`src/smm_ram_control_defs.svh`:
```
// register layout, reset values and address constants for smm ram control
`ifndef SMM_RAM_CONTROL_DEFS_SVH
`define SMM_RAM_CONTROL_DEFS_SVH
`define SMM_RAM_CONTROL_OFFSET        8'h70
`define SMM_RAM_CONTROL_RESET         8'h00
`define ROW_POP_OFFSET      8'h60
`define ROW_POP_RESET       8'h00
`define GFX_SEL_MSB         7
`define GFX_SEL_LSB         6
`define UPPER_SEL_MSB       5
`define UPPER_SEL_LSB       4
`define LOWER_SEL_HI        3
`define LOWER_SEL_LO        2
`define LOCK_BIT            1
`define ERR_BIT             0
`define HIGH_WIN_BASE       32'hfeea0000
`define HIGH_WIN_LAST       32'hfeebffff
`define AB_SEG_BASE         32'h000a0000
`define AB_SEG_LAST         32'h000bffff
`define HIGH_TO_AB_OFFSET   32'hfee00000
`define TOP_SEG_SIZE_512K   32'h00080000
`define TOP_SEG_SIZE_1M     32'h00100000
`endif

```
`src/smm_ram_control_pkg.sv`:
```
// types shared by the smm ram decode files
package smm_ram_control_pkg;
  typedef enum logic [2:0] {
    DEST_DRAM     = 3'b001,
    DEST_GRAPHICS = 3'b010,
    DEST_HUB      = 3'b100
  } dest_t;
  typedef logic [1:0] sel2_t;
endpackage

```
`src/smm_ram_control_access_control.sv`:
```
// smm ram control register, lock logic and host cycle routing
`timescale 1ns/10ps
`include "smm_ram_control_defs.svh"
module smm_ram_control_access_control
  import smm_ram_control_pkg::*;
(
  // clock and power-on reset
  input  wire logic        clk,
  input  wire logic        reset,
  // configuration access
  input  wire logic [7:0]  cfg_addr,
  input  wire logic        cfg_write,
  input  wire logic        cfg_read,
  input  wire logic [7:0]  cfg_wdata,
  output logic [7:0]       cfg_rdata,
  // memory top from the row boundary logic
  input  wire logic [31:0] memory_top,
  // host cycle
  input  wire logic        cyc_valid,
  input  wire logic [31:0] cyc_addr,
  input  wire logic        cyc_smm,
  input  wire logic        cyc_code,
  input  wire logic        cyc_writeback,
  // routing result
  output logic             route_valid,
  output dest_t            route_dest,
  output logic [31:0]      route_addr,
  // register contents
  output logic [7:0]       dram_row_population,
  output logic             smm_space_lock
);
  logic [7:0]  smm_ram_control;
  sel2_t       graphics_memory_select;
  sel2_t       upper_range_select;
  sel2_t       legacy_segment_select;
  logic        extended_smm_ram_control_violation_flag;
  logic        extended_range_error;
  dest_t       next_dest;
  logic [31:0] next_addr;
  logic        wr_smm_ram_control;
  logic        wr_row_pop;

  assign wr_smm_ram_control   = cfg_write && (cfg_addr == `SMM_RAM_CONTROL_OFFSET);
  assign wr_row_pop = cfg_write && (cfg_addr == `ROW_POP_OFFSET);

  assign smm_ram_control = {graphics_memory_select, upper_range_select,
                            legacy_segment_select, smm_space_lock,
                            extended_smm_ram_control_violation_flag};

  // lock only rises by write; only power-on reset brings it down
  always_ff @(posedge clk) begin
    if (reset) begin
      smm_space_lock <= 1'b0;
    end else if (wr_smm_ram_control && cfg_wdata[`LOCK_BIT]) begin
      smm_space_lock <= 1'b1;
    end
  end

  always_ff @(posedge clk) begin
    if (reset) begin
      graphics_memory_select <= sel2_t'(`SMM_RAM_CONTROL_RESET >> `GFX_SEL_LSB);
      upper_range_select     <= sel2_t'(`SMM_RAM_CONTROL_RESET >> `UPPER_SEL_LSB);
    end else if (wr_smm_ram_control && !smm_space_lock) begin
      graphics_memory_select <= cfg_wdata[`GFX_SEL_MSB:`GFX_SEL_LSB];
      upper_range_select     <= cfg_wdata[`UPPER_SEL_MSB:`UPPER_SEL_LSB];
    end
  end

  // a locked bit 2 may still move while bit 3 is one, so 11 can drop to 10
  always_ff @(posedge clk) begin
    if (reset) begin
      legacy_segment_select <= sel2_t'(`SMM_RAM_CONTROL_RESET >> `LOWER_SEL_LO);
    end else if (wr_smm_ram_control) begin
      if (!smm_space_lock) begin
        legacy_segment_select <= cfg_wdata[`LOWER_SEL_HI:`LOWER_SEL_LO];
      end else if (legacy_segment_select[1]) begin
        legacy_segment_select[0] <= cfg_wdata[`LOWER_SEL_LO];
      end
    end
  end

  always_ff @(posedge clk) begin
    if (reset) begin
      dram_row_population <= `ROW_POP_RESET;
    end else if (wr_row_pop && !smm_space_lock) begin
      dram_row_population <= cfg_wdata;
    end
  end

  // a violation in the same cycle as a clearing write keeps the flag set
  always_ff @(posedge clk) begin
    if (reset) begin
      extended_smm_ram_control_violation_flag <= 1'b0;
    end else if (cyc_valid && extended_range_error && !cyc_writeback) begin
      extended_smm_ram_control_violation_flag <= 1'b1;
    end else if (wr_smm_ram_control && cfg_wdata[`ERR_BIT]) begin
      extended_smm_ram_control_violation_flag <= 1'b0;
    end
  end

  always_ff @(posedge clk) begin
    if (reset) begin
      cfg_rdata <= 8'h00;
    end else if (cfg_read) begin
      unique case (cfg_addr)
        `SMM_RAM_CONTROL_OFFSET: cfg_rdata <= smm_ram_control;
        `ROW_POP_OFFSET: cfg_rdata <= dram_row_population;
        default:       cfg_rdata <= 8'h00;
      endcase
    end
  end

  // the host qualifies each cycle with smm and code indications
  smm_ram_control_range_decode decode (
    .upper_range_select     (upper_range_select),
    .legacy_segment_select  (legacy_segment_select),
    .graphics_memory_select (graphics_memory_select),
    .memory_top             (memory_top),
    .addr                   (cyc_addr),
    .smm_active             (cyc_smm),
    .code_read              (cyc_code),
    .dest                   (next_dest),
    .dram_addr              (next_addr),
    .extended_range_error   (extended_range_error)
  );

  always_ff @(posedge clk) begin
    if (reset) begin
      route_valid <= 1'b0;
      route_dest  <= DEST_DRAM;
      route_addr  <= 32'h00000000;
    end else begin
      route_valid <= cyc_valid;
      if (cyc_valid) begin
        route_dest <= next_dest;
        route_addr <= next_addr;
      end
    end
  end
endmodule

```
`src/smm_ram_control_range_decode.sv`:
```
// combinational routing decision for one host cycle
`timescale 1ns/10ps
`include "smm_ram_control_defs.svh"
module smm_ram_control_range_decode
  import smm_ram_control_pkg::*;
(
  // register fields
  input  wire sel2_t       upper_range_select,
  input  wire sel2_t       legacy_segment_select,
  input  wire sel2_t       graphics_memory_select,
  input  wire logic [31:0] memory_top,
  // host cycle
  input  wire logic [31:0] addr,
  input  wire logic        smm_active,
  input  wire logic        code_read,
  // result
  output dest_t            dest,
  output logic [31:0]      dram_addr,
  output logic             extended_range_error
);
  function automatic logic in_range(input logic [31:0] a,
                                    input logic [31:0] lo,
                                    input logic [31:0] hi);
    in_range = (a >= lo) && (a <= hi);
  endfunction

  logic        top_en;
  logic [31:0] top_size;
  logic        high_en;
  logic        hit_top;
  logic        hit_high;
  logic        hit_ab;
  logic        ab_dram;
  dest_t       legacy_dest;

  always_comb begin
    top_en   = upper_range_select[1];
    top_size = upper_range_select[0] ? `TOP_SEG_SIZE_1M
                                     : `TOP_SEG_SIZE_512K;
    high_en  = (upper_range_select != 2'b00)
               && (legacy_segment_select == 2'b00);
    hit_top  = top_en && (addr >= memory_top - top_size)
               && (addr < memory_top);
    hit_high = high_en && in_range(addr, `HIGH_WIN_BASE,
                                   `HIGH_WIN_LAST);
    hit_ab   = in_range(addr, `AB_SEG_BASE, `AB_SEG_LAST);
    // a non-zero graphics select claims the vga range internally
    legacy_dest = (graphics_memory_select != 2'b00) ? DEST_GRAPHICS
                                                    : DEST_HUB;
    unique case (legacy_segment_select)
      2'b00: ab_dram = 1'b0;
      2'b01: ab_dram = 1'b1;
      2'b10: ab_dram = smm_active && code_read;
      2'b11: ab_dram = smm_active;
    endcase
    extended_range_error = (hit_top || hit_high) && !smm_active;
    dram_addr = addr;
    if (hit_top || hit_high) begin
      dest = smm_active ? DEST_DRAM : DEST_HUB;
      if (hit_high) begin
        dram_addr = addr - `HIGH_TO_AB_OFFSET;
      end
    end else if (hit_ab) begin
      dest = ab_dram ? DEST_DRAM : legacy_dest;
    end else begin
      dest = DEST_DRAM;
    end
  end
endmodule

```
`config.mk`:
```
export PLATFORM = sky130hd
export DESIGN_NAME = smm_ram_control_access_control
export DESIGN_NICKNAME = d
export VERILOG_FILES = /design/src/smm_ram_control_pkg.sv /design/src/smm_ram_control_access_control.sv /design/src/smm_ram_control_range_decode.sv
export VERILOG_INCLUDE_DIRS = /design/src
export SDC_FILE = /design/constraint.sdc
export NUM_CORES = 1
export LEC_CHECK = 0
export ABC_AREA = 0
export BUFFER_PORTS_ARGS = -buffer_cell sky130_fd_sc_hd__buf_4
export CORE_ASPECT_RATIO = 0.5
export CORE_MARGIN = 2
export CORE_UTILIZATION = 45
export CTS_BUF_LIST = sky130_fd_sc_hd__clkbuf_16
export DETAILED_ROUTE_END_ITERATION = 12
export GPL_TIMING_DRIVEN = 0
export PLACE_DENSITY = 0.73
export SYNTH_ARGS = -nofsm -noshare
export SYNTH_HDL_FRONTEND = slang
export SYNTH_HIERARCHICAL = 1
export SYNTH_SLANG_ARGS = --single-unit
export TNS_END_PERCENT = 1
```
`constraint.sdc`:
```
create_clock -name clk -period 6.9 [get_ports clk]
set_clock_uncertainty 0.2 [all_clocks]
set_input_delay 0.345 -clock clk [delete_from_list [all_inputs] [get_ports clk]]
set_output_delay 0.345 -clock clk [all_outputs]
set_load 0.02 [all_outputs]
```
==> impl_results.md <==
* Status: completed
* Via count at 3992
* Setup repair bufs after CTS at 0
* Crit Path Category: reg2reg
* Max Freq at 0.257 GHz
* Worst setup path end: extended_smm_ram_control_violation_flag
* Cells after DPL at 744
* Final instance count without filler cells at 760
* Switching pwr at 285 uW
* CTS Buf Count at 9
* Routed met3 length at 626 um
* Metal2 WL at around 5300 um
* Worst rel slew slack at ~66%
* Commonest non-fill, non-tap cell in the layout: buf_4
* Total Wirelength at 11500 um
* CTS resizes at 0
* Design area at about 5700 um^2
* Die Span X at roughly 140 um
* Tmin final at 3.89 ns
* Final Cycle Share at 56.4%
* Switching part of the total at about a quarter
* Yosys warns at 6
* Synthesized Nets at about 630
* Comb pwr share at 19.8%
* Vias in the first global route at 3870
* Grt total ovfl at 0
* Final Hold Fails at 0
* P_leak at 2.70 nW
* Hold Buf Count CTS at 0
* Routed Antenna Nets at 0
* Worst Reg2Reg Path Length in Cells at 16
* Top sig layer: met4
* Slew @ Worst Pin at 0.513 ns
* Synth-to-Final Area Change at 37.1%
* Mapped Area at 4130 um^2
* Pins Over Slew Limit at 0
* Max cap viols at 0
* Sequential element share of the synthesized area at 29.1%
* Port bufs at 139
* Wirelength per Cell at 15.1 um
* Drt initial violations at 144
* Total Neg Setup Slack at 0 ns
* Type of element capturing the critical path: flop
* Die area at between 9000 and 10000 um^2
* Clock group share of total power at 46.8%
* Syn Inst Count at 488
* Cell variety after synth at 51
* Root Buffer: clkbuf_16
* Vias per std cell at around 5.3
* Critical path launch point type: flop
* # diodes at 0
* Sink Count at 60
* Clock Pin Slew Worst Setup and Hold Paths at 0.06 ns
* CP Launch Point: upper_range_select[0]
* Hold slack final at between 0.02 and 0.025 ns
* 1st-pass router iterations at 4
* RSZ-0062 raised after global routing: false
* # H-tree levels at 3
* Maximum vdd ir drop at ~0.12 mV
* Row cnt at 24
* Metal-1 WL at between 5000 and 6000 um
* Reg2Reg Setup Slack at 3.01 ns
* Most frequent cells in the layout: 161 x buf_4, 60 x dfxtp_1, 49 x ha_1
* Placeable Area at 8800 um^2
* Fin nets at 776
* GRT Total Usage at 23.0%
* Share of post-route cells with drive strength above 1 at 30.2%
* Initial Util at 46.9%
* Critical R2R Launch: upper_range_select[0]
* Power Density at 195 nW/um^2
* I/O pin total at 141
* Internal Pwr Total at 819 uW
* CTS tree: built
* DPL Wire Length at just over 9000 um
* Reg2reg end: extended_smm_ram_control_violation_flag
* Initial antenna violation count at 0
* Max Buffers Root-to-Sink at 2
* Largest net degree at the start of global routing at 12
* Gpl congestion at 0.954
* First-pass GRT wire length at around 18000 um
* Worst path arrival time at roughly 4 ns
* DRC at 0
* Flop pwr share at 33.4%
* CP Data Required Time at around 6.9 ns
* Die Height at 71.7 um
* HP Class: in2reg
* Final setup viols at 0
* Syn Area/Cell at 8.46 um^2
* Worst-Skew Late Latency at 0.33 ns
* FF+latch count, synth at 60
* Area after DPL at 5320 um^2
* Worst-path maximum fanout at 5
metrics by stage:
| stage | util, % | power, mW | setup WS, ns |
|---|---|---|---|
| global route | 64.3 | 1.15 | 2.82 |
| detailed placement | 60.4 | 0.592 | 3.04 |
| finish | 64.3 | 1.10 | 3.01 |
| floorplan | - | 0.495 | 3.46 |
| CTS | 64.3 | 1.11 | 3.03 |
| global placement | 60.4 | 0.587 | 3.09 |
power by group through the flow:
| stage | clock network (mW) | logic [mW] | registers (mW) |
|---|---|---|---|
| finish | 0.517 | 0.219 | 0.368 |
| global route | 0.541 | 0.242 | 0.369 |
| CTS | 0.525 | 0.219 | 0.368 |
| detailed placement | 0 | 0.217 | 0.375 |
| global placement | 0 | 0.212 | 0.375 |
| floorplan | 0 | 0.104 | 0.391 |
how the worst min path moves through the flow:
stage	to	start	slack [ns]	cells after the start
2_1_floorplan	route_valid	reset	0.22	1
3_3_place_gp	route_dest[0]	route_dest[0]	0.26	2
3_5_place_dp	route_dest[0]	route_dest[0]	0.26	2
4_1_cts	route_valid	reset	0.01	2
5_1_grt	route_valid	reset	0.02	2
6_report	route_valid	reset	0.02	2
routing by layer:
layer	vias up	GRT usage, %
met5	-	0
met4	0	6.73
met3	14	6.02
met2	98	38.5
met1	1847	29.6
li1	2033	-
layout make-up:
cell class              count  area [um^2]
multi-input cells         343         2500
well taps                 117          146
flip-flops and latches     60         1200
clock inverters             7          115
repair buffers            139         1040
fillers                   770         3140
inverters                  42          158
clock buffers               9          225
plain buffers              43          264
worst max-delay path, cell delays in order, from the launching register on:
cell      delay, ns
dfxtp_1        0.51
inv_1          0.11
ha_1           0.28
a21o_1         0.20
nand3b_1       0.24
or3_1          0.40
xnor2_1        0.14
ha_1           0.18
a21oi_1        0.13
nor2b_1        0.06
o21ai_0        0.14
nand3b_1       0.09
a211oi_1       0.38
a211oi_4       0.16
and2_1         0.20
and3b_1        0.17
a31o_2         0.20
cell families (layout without fill, tap and decap cells):
logic type / after synthesis / after routing / synth area share, %
and+or+nand+nor: 155 / 155 / 20.3
buffers and inverters: 85 / 240 / 10.2
DFF: 60 / 60 / 29.1
AOI/OAI and AO/OA: 88 / 88 / 13.2
xor gates and xnor gates: 11 / 11 / 2.33
adders and majority gates: 50 / 50 / 15.3
muxes: 39 / 39 / 9.49
cells in the mapped netlist (all sizes together):
library cell | instances | area [um^2]
o21a | 1 | 7.51
clkbuf | 10 | 37.5
nand3b | 5 | 37.5
o2111ai | 1 | 8.76
o21ai | 15 | 75.1
a41o | 1 | 10.0
or3b | 1 | 8.76
a2111oi | 1 | 8.76
a31o | 1 | 8.76
nand2 | 16 | 60.1
nand4 | 28 | 175
nor4 | 6 | 43.8
dfxtp | 60 | 1200
o31ai | 13 | 97.6
a21boi | 1 | 7.51
xnor2 | 11 | 96.3
clkinv | 1 | 3.75
buf | 33 | 226
a211oi | 2 | 27.5
and3b | 3 | 26.3
nor2b | 8 | 50.1
nor3b | 3 | 27.5
and4b | 1 | 10.0
a2111o | 1 | 11.3
nor4bb | 1 | 10.0
nor2 | 42 | 158
o211ai | 1 | 7.51
fa | 1 | 20.0
and4 | 1 | 8.76
mux2i | 38 | 380
nor3 | 7 | 35.0
or3 | 1 | 6.26
ha | 49 | 613
inv | 41 | 154
a21oi | 36 | 180
or4 | 3 | 26.3
a21o | 4 | 30.0
a31oi | 9 | 56.3
nand2b | 2 | 12.5
nand3 | 22 | 110
o221ai | 1 | 8.76
and2 | 5 | 31.3
mux2 | 1 | 11.3
registers in the layout (all words and copies together), names as in the netlist:
signal                                   cells
route_dest                                   3
route_addr                                  32
upper_range_select                           2
dram_row_population                          8
extended_smm_ram_control_violation_flag      1
legacy_segment_select                        2
route_valid                                  1
cfg_rdata                                    8
smm_space_lock                               1
graphics_memory_select                       2
(Power assumes the default switching activity.)
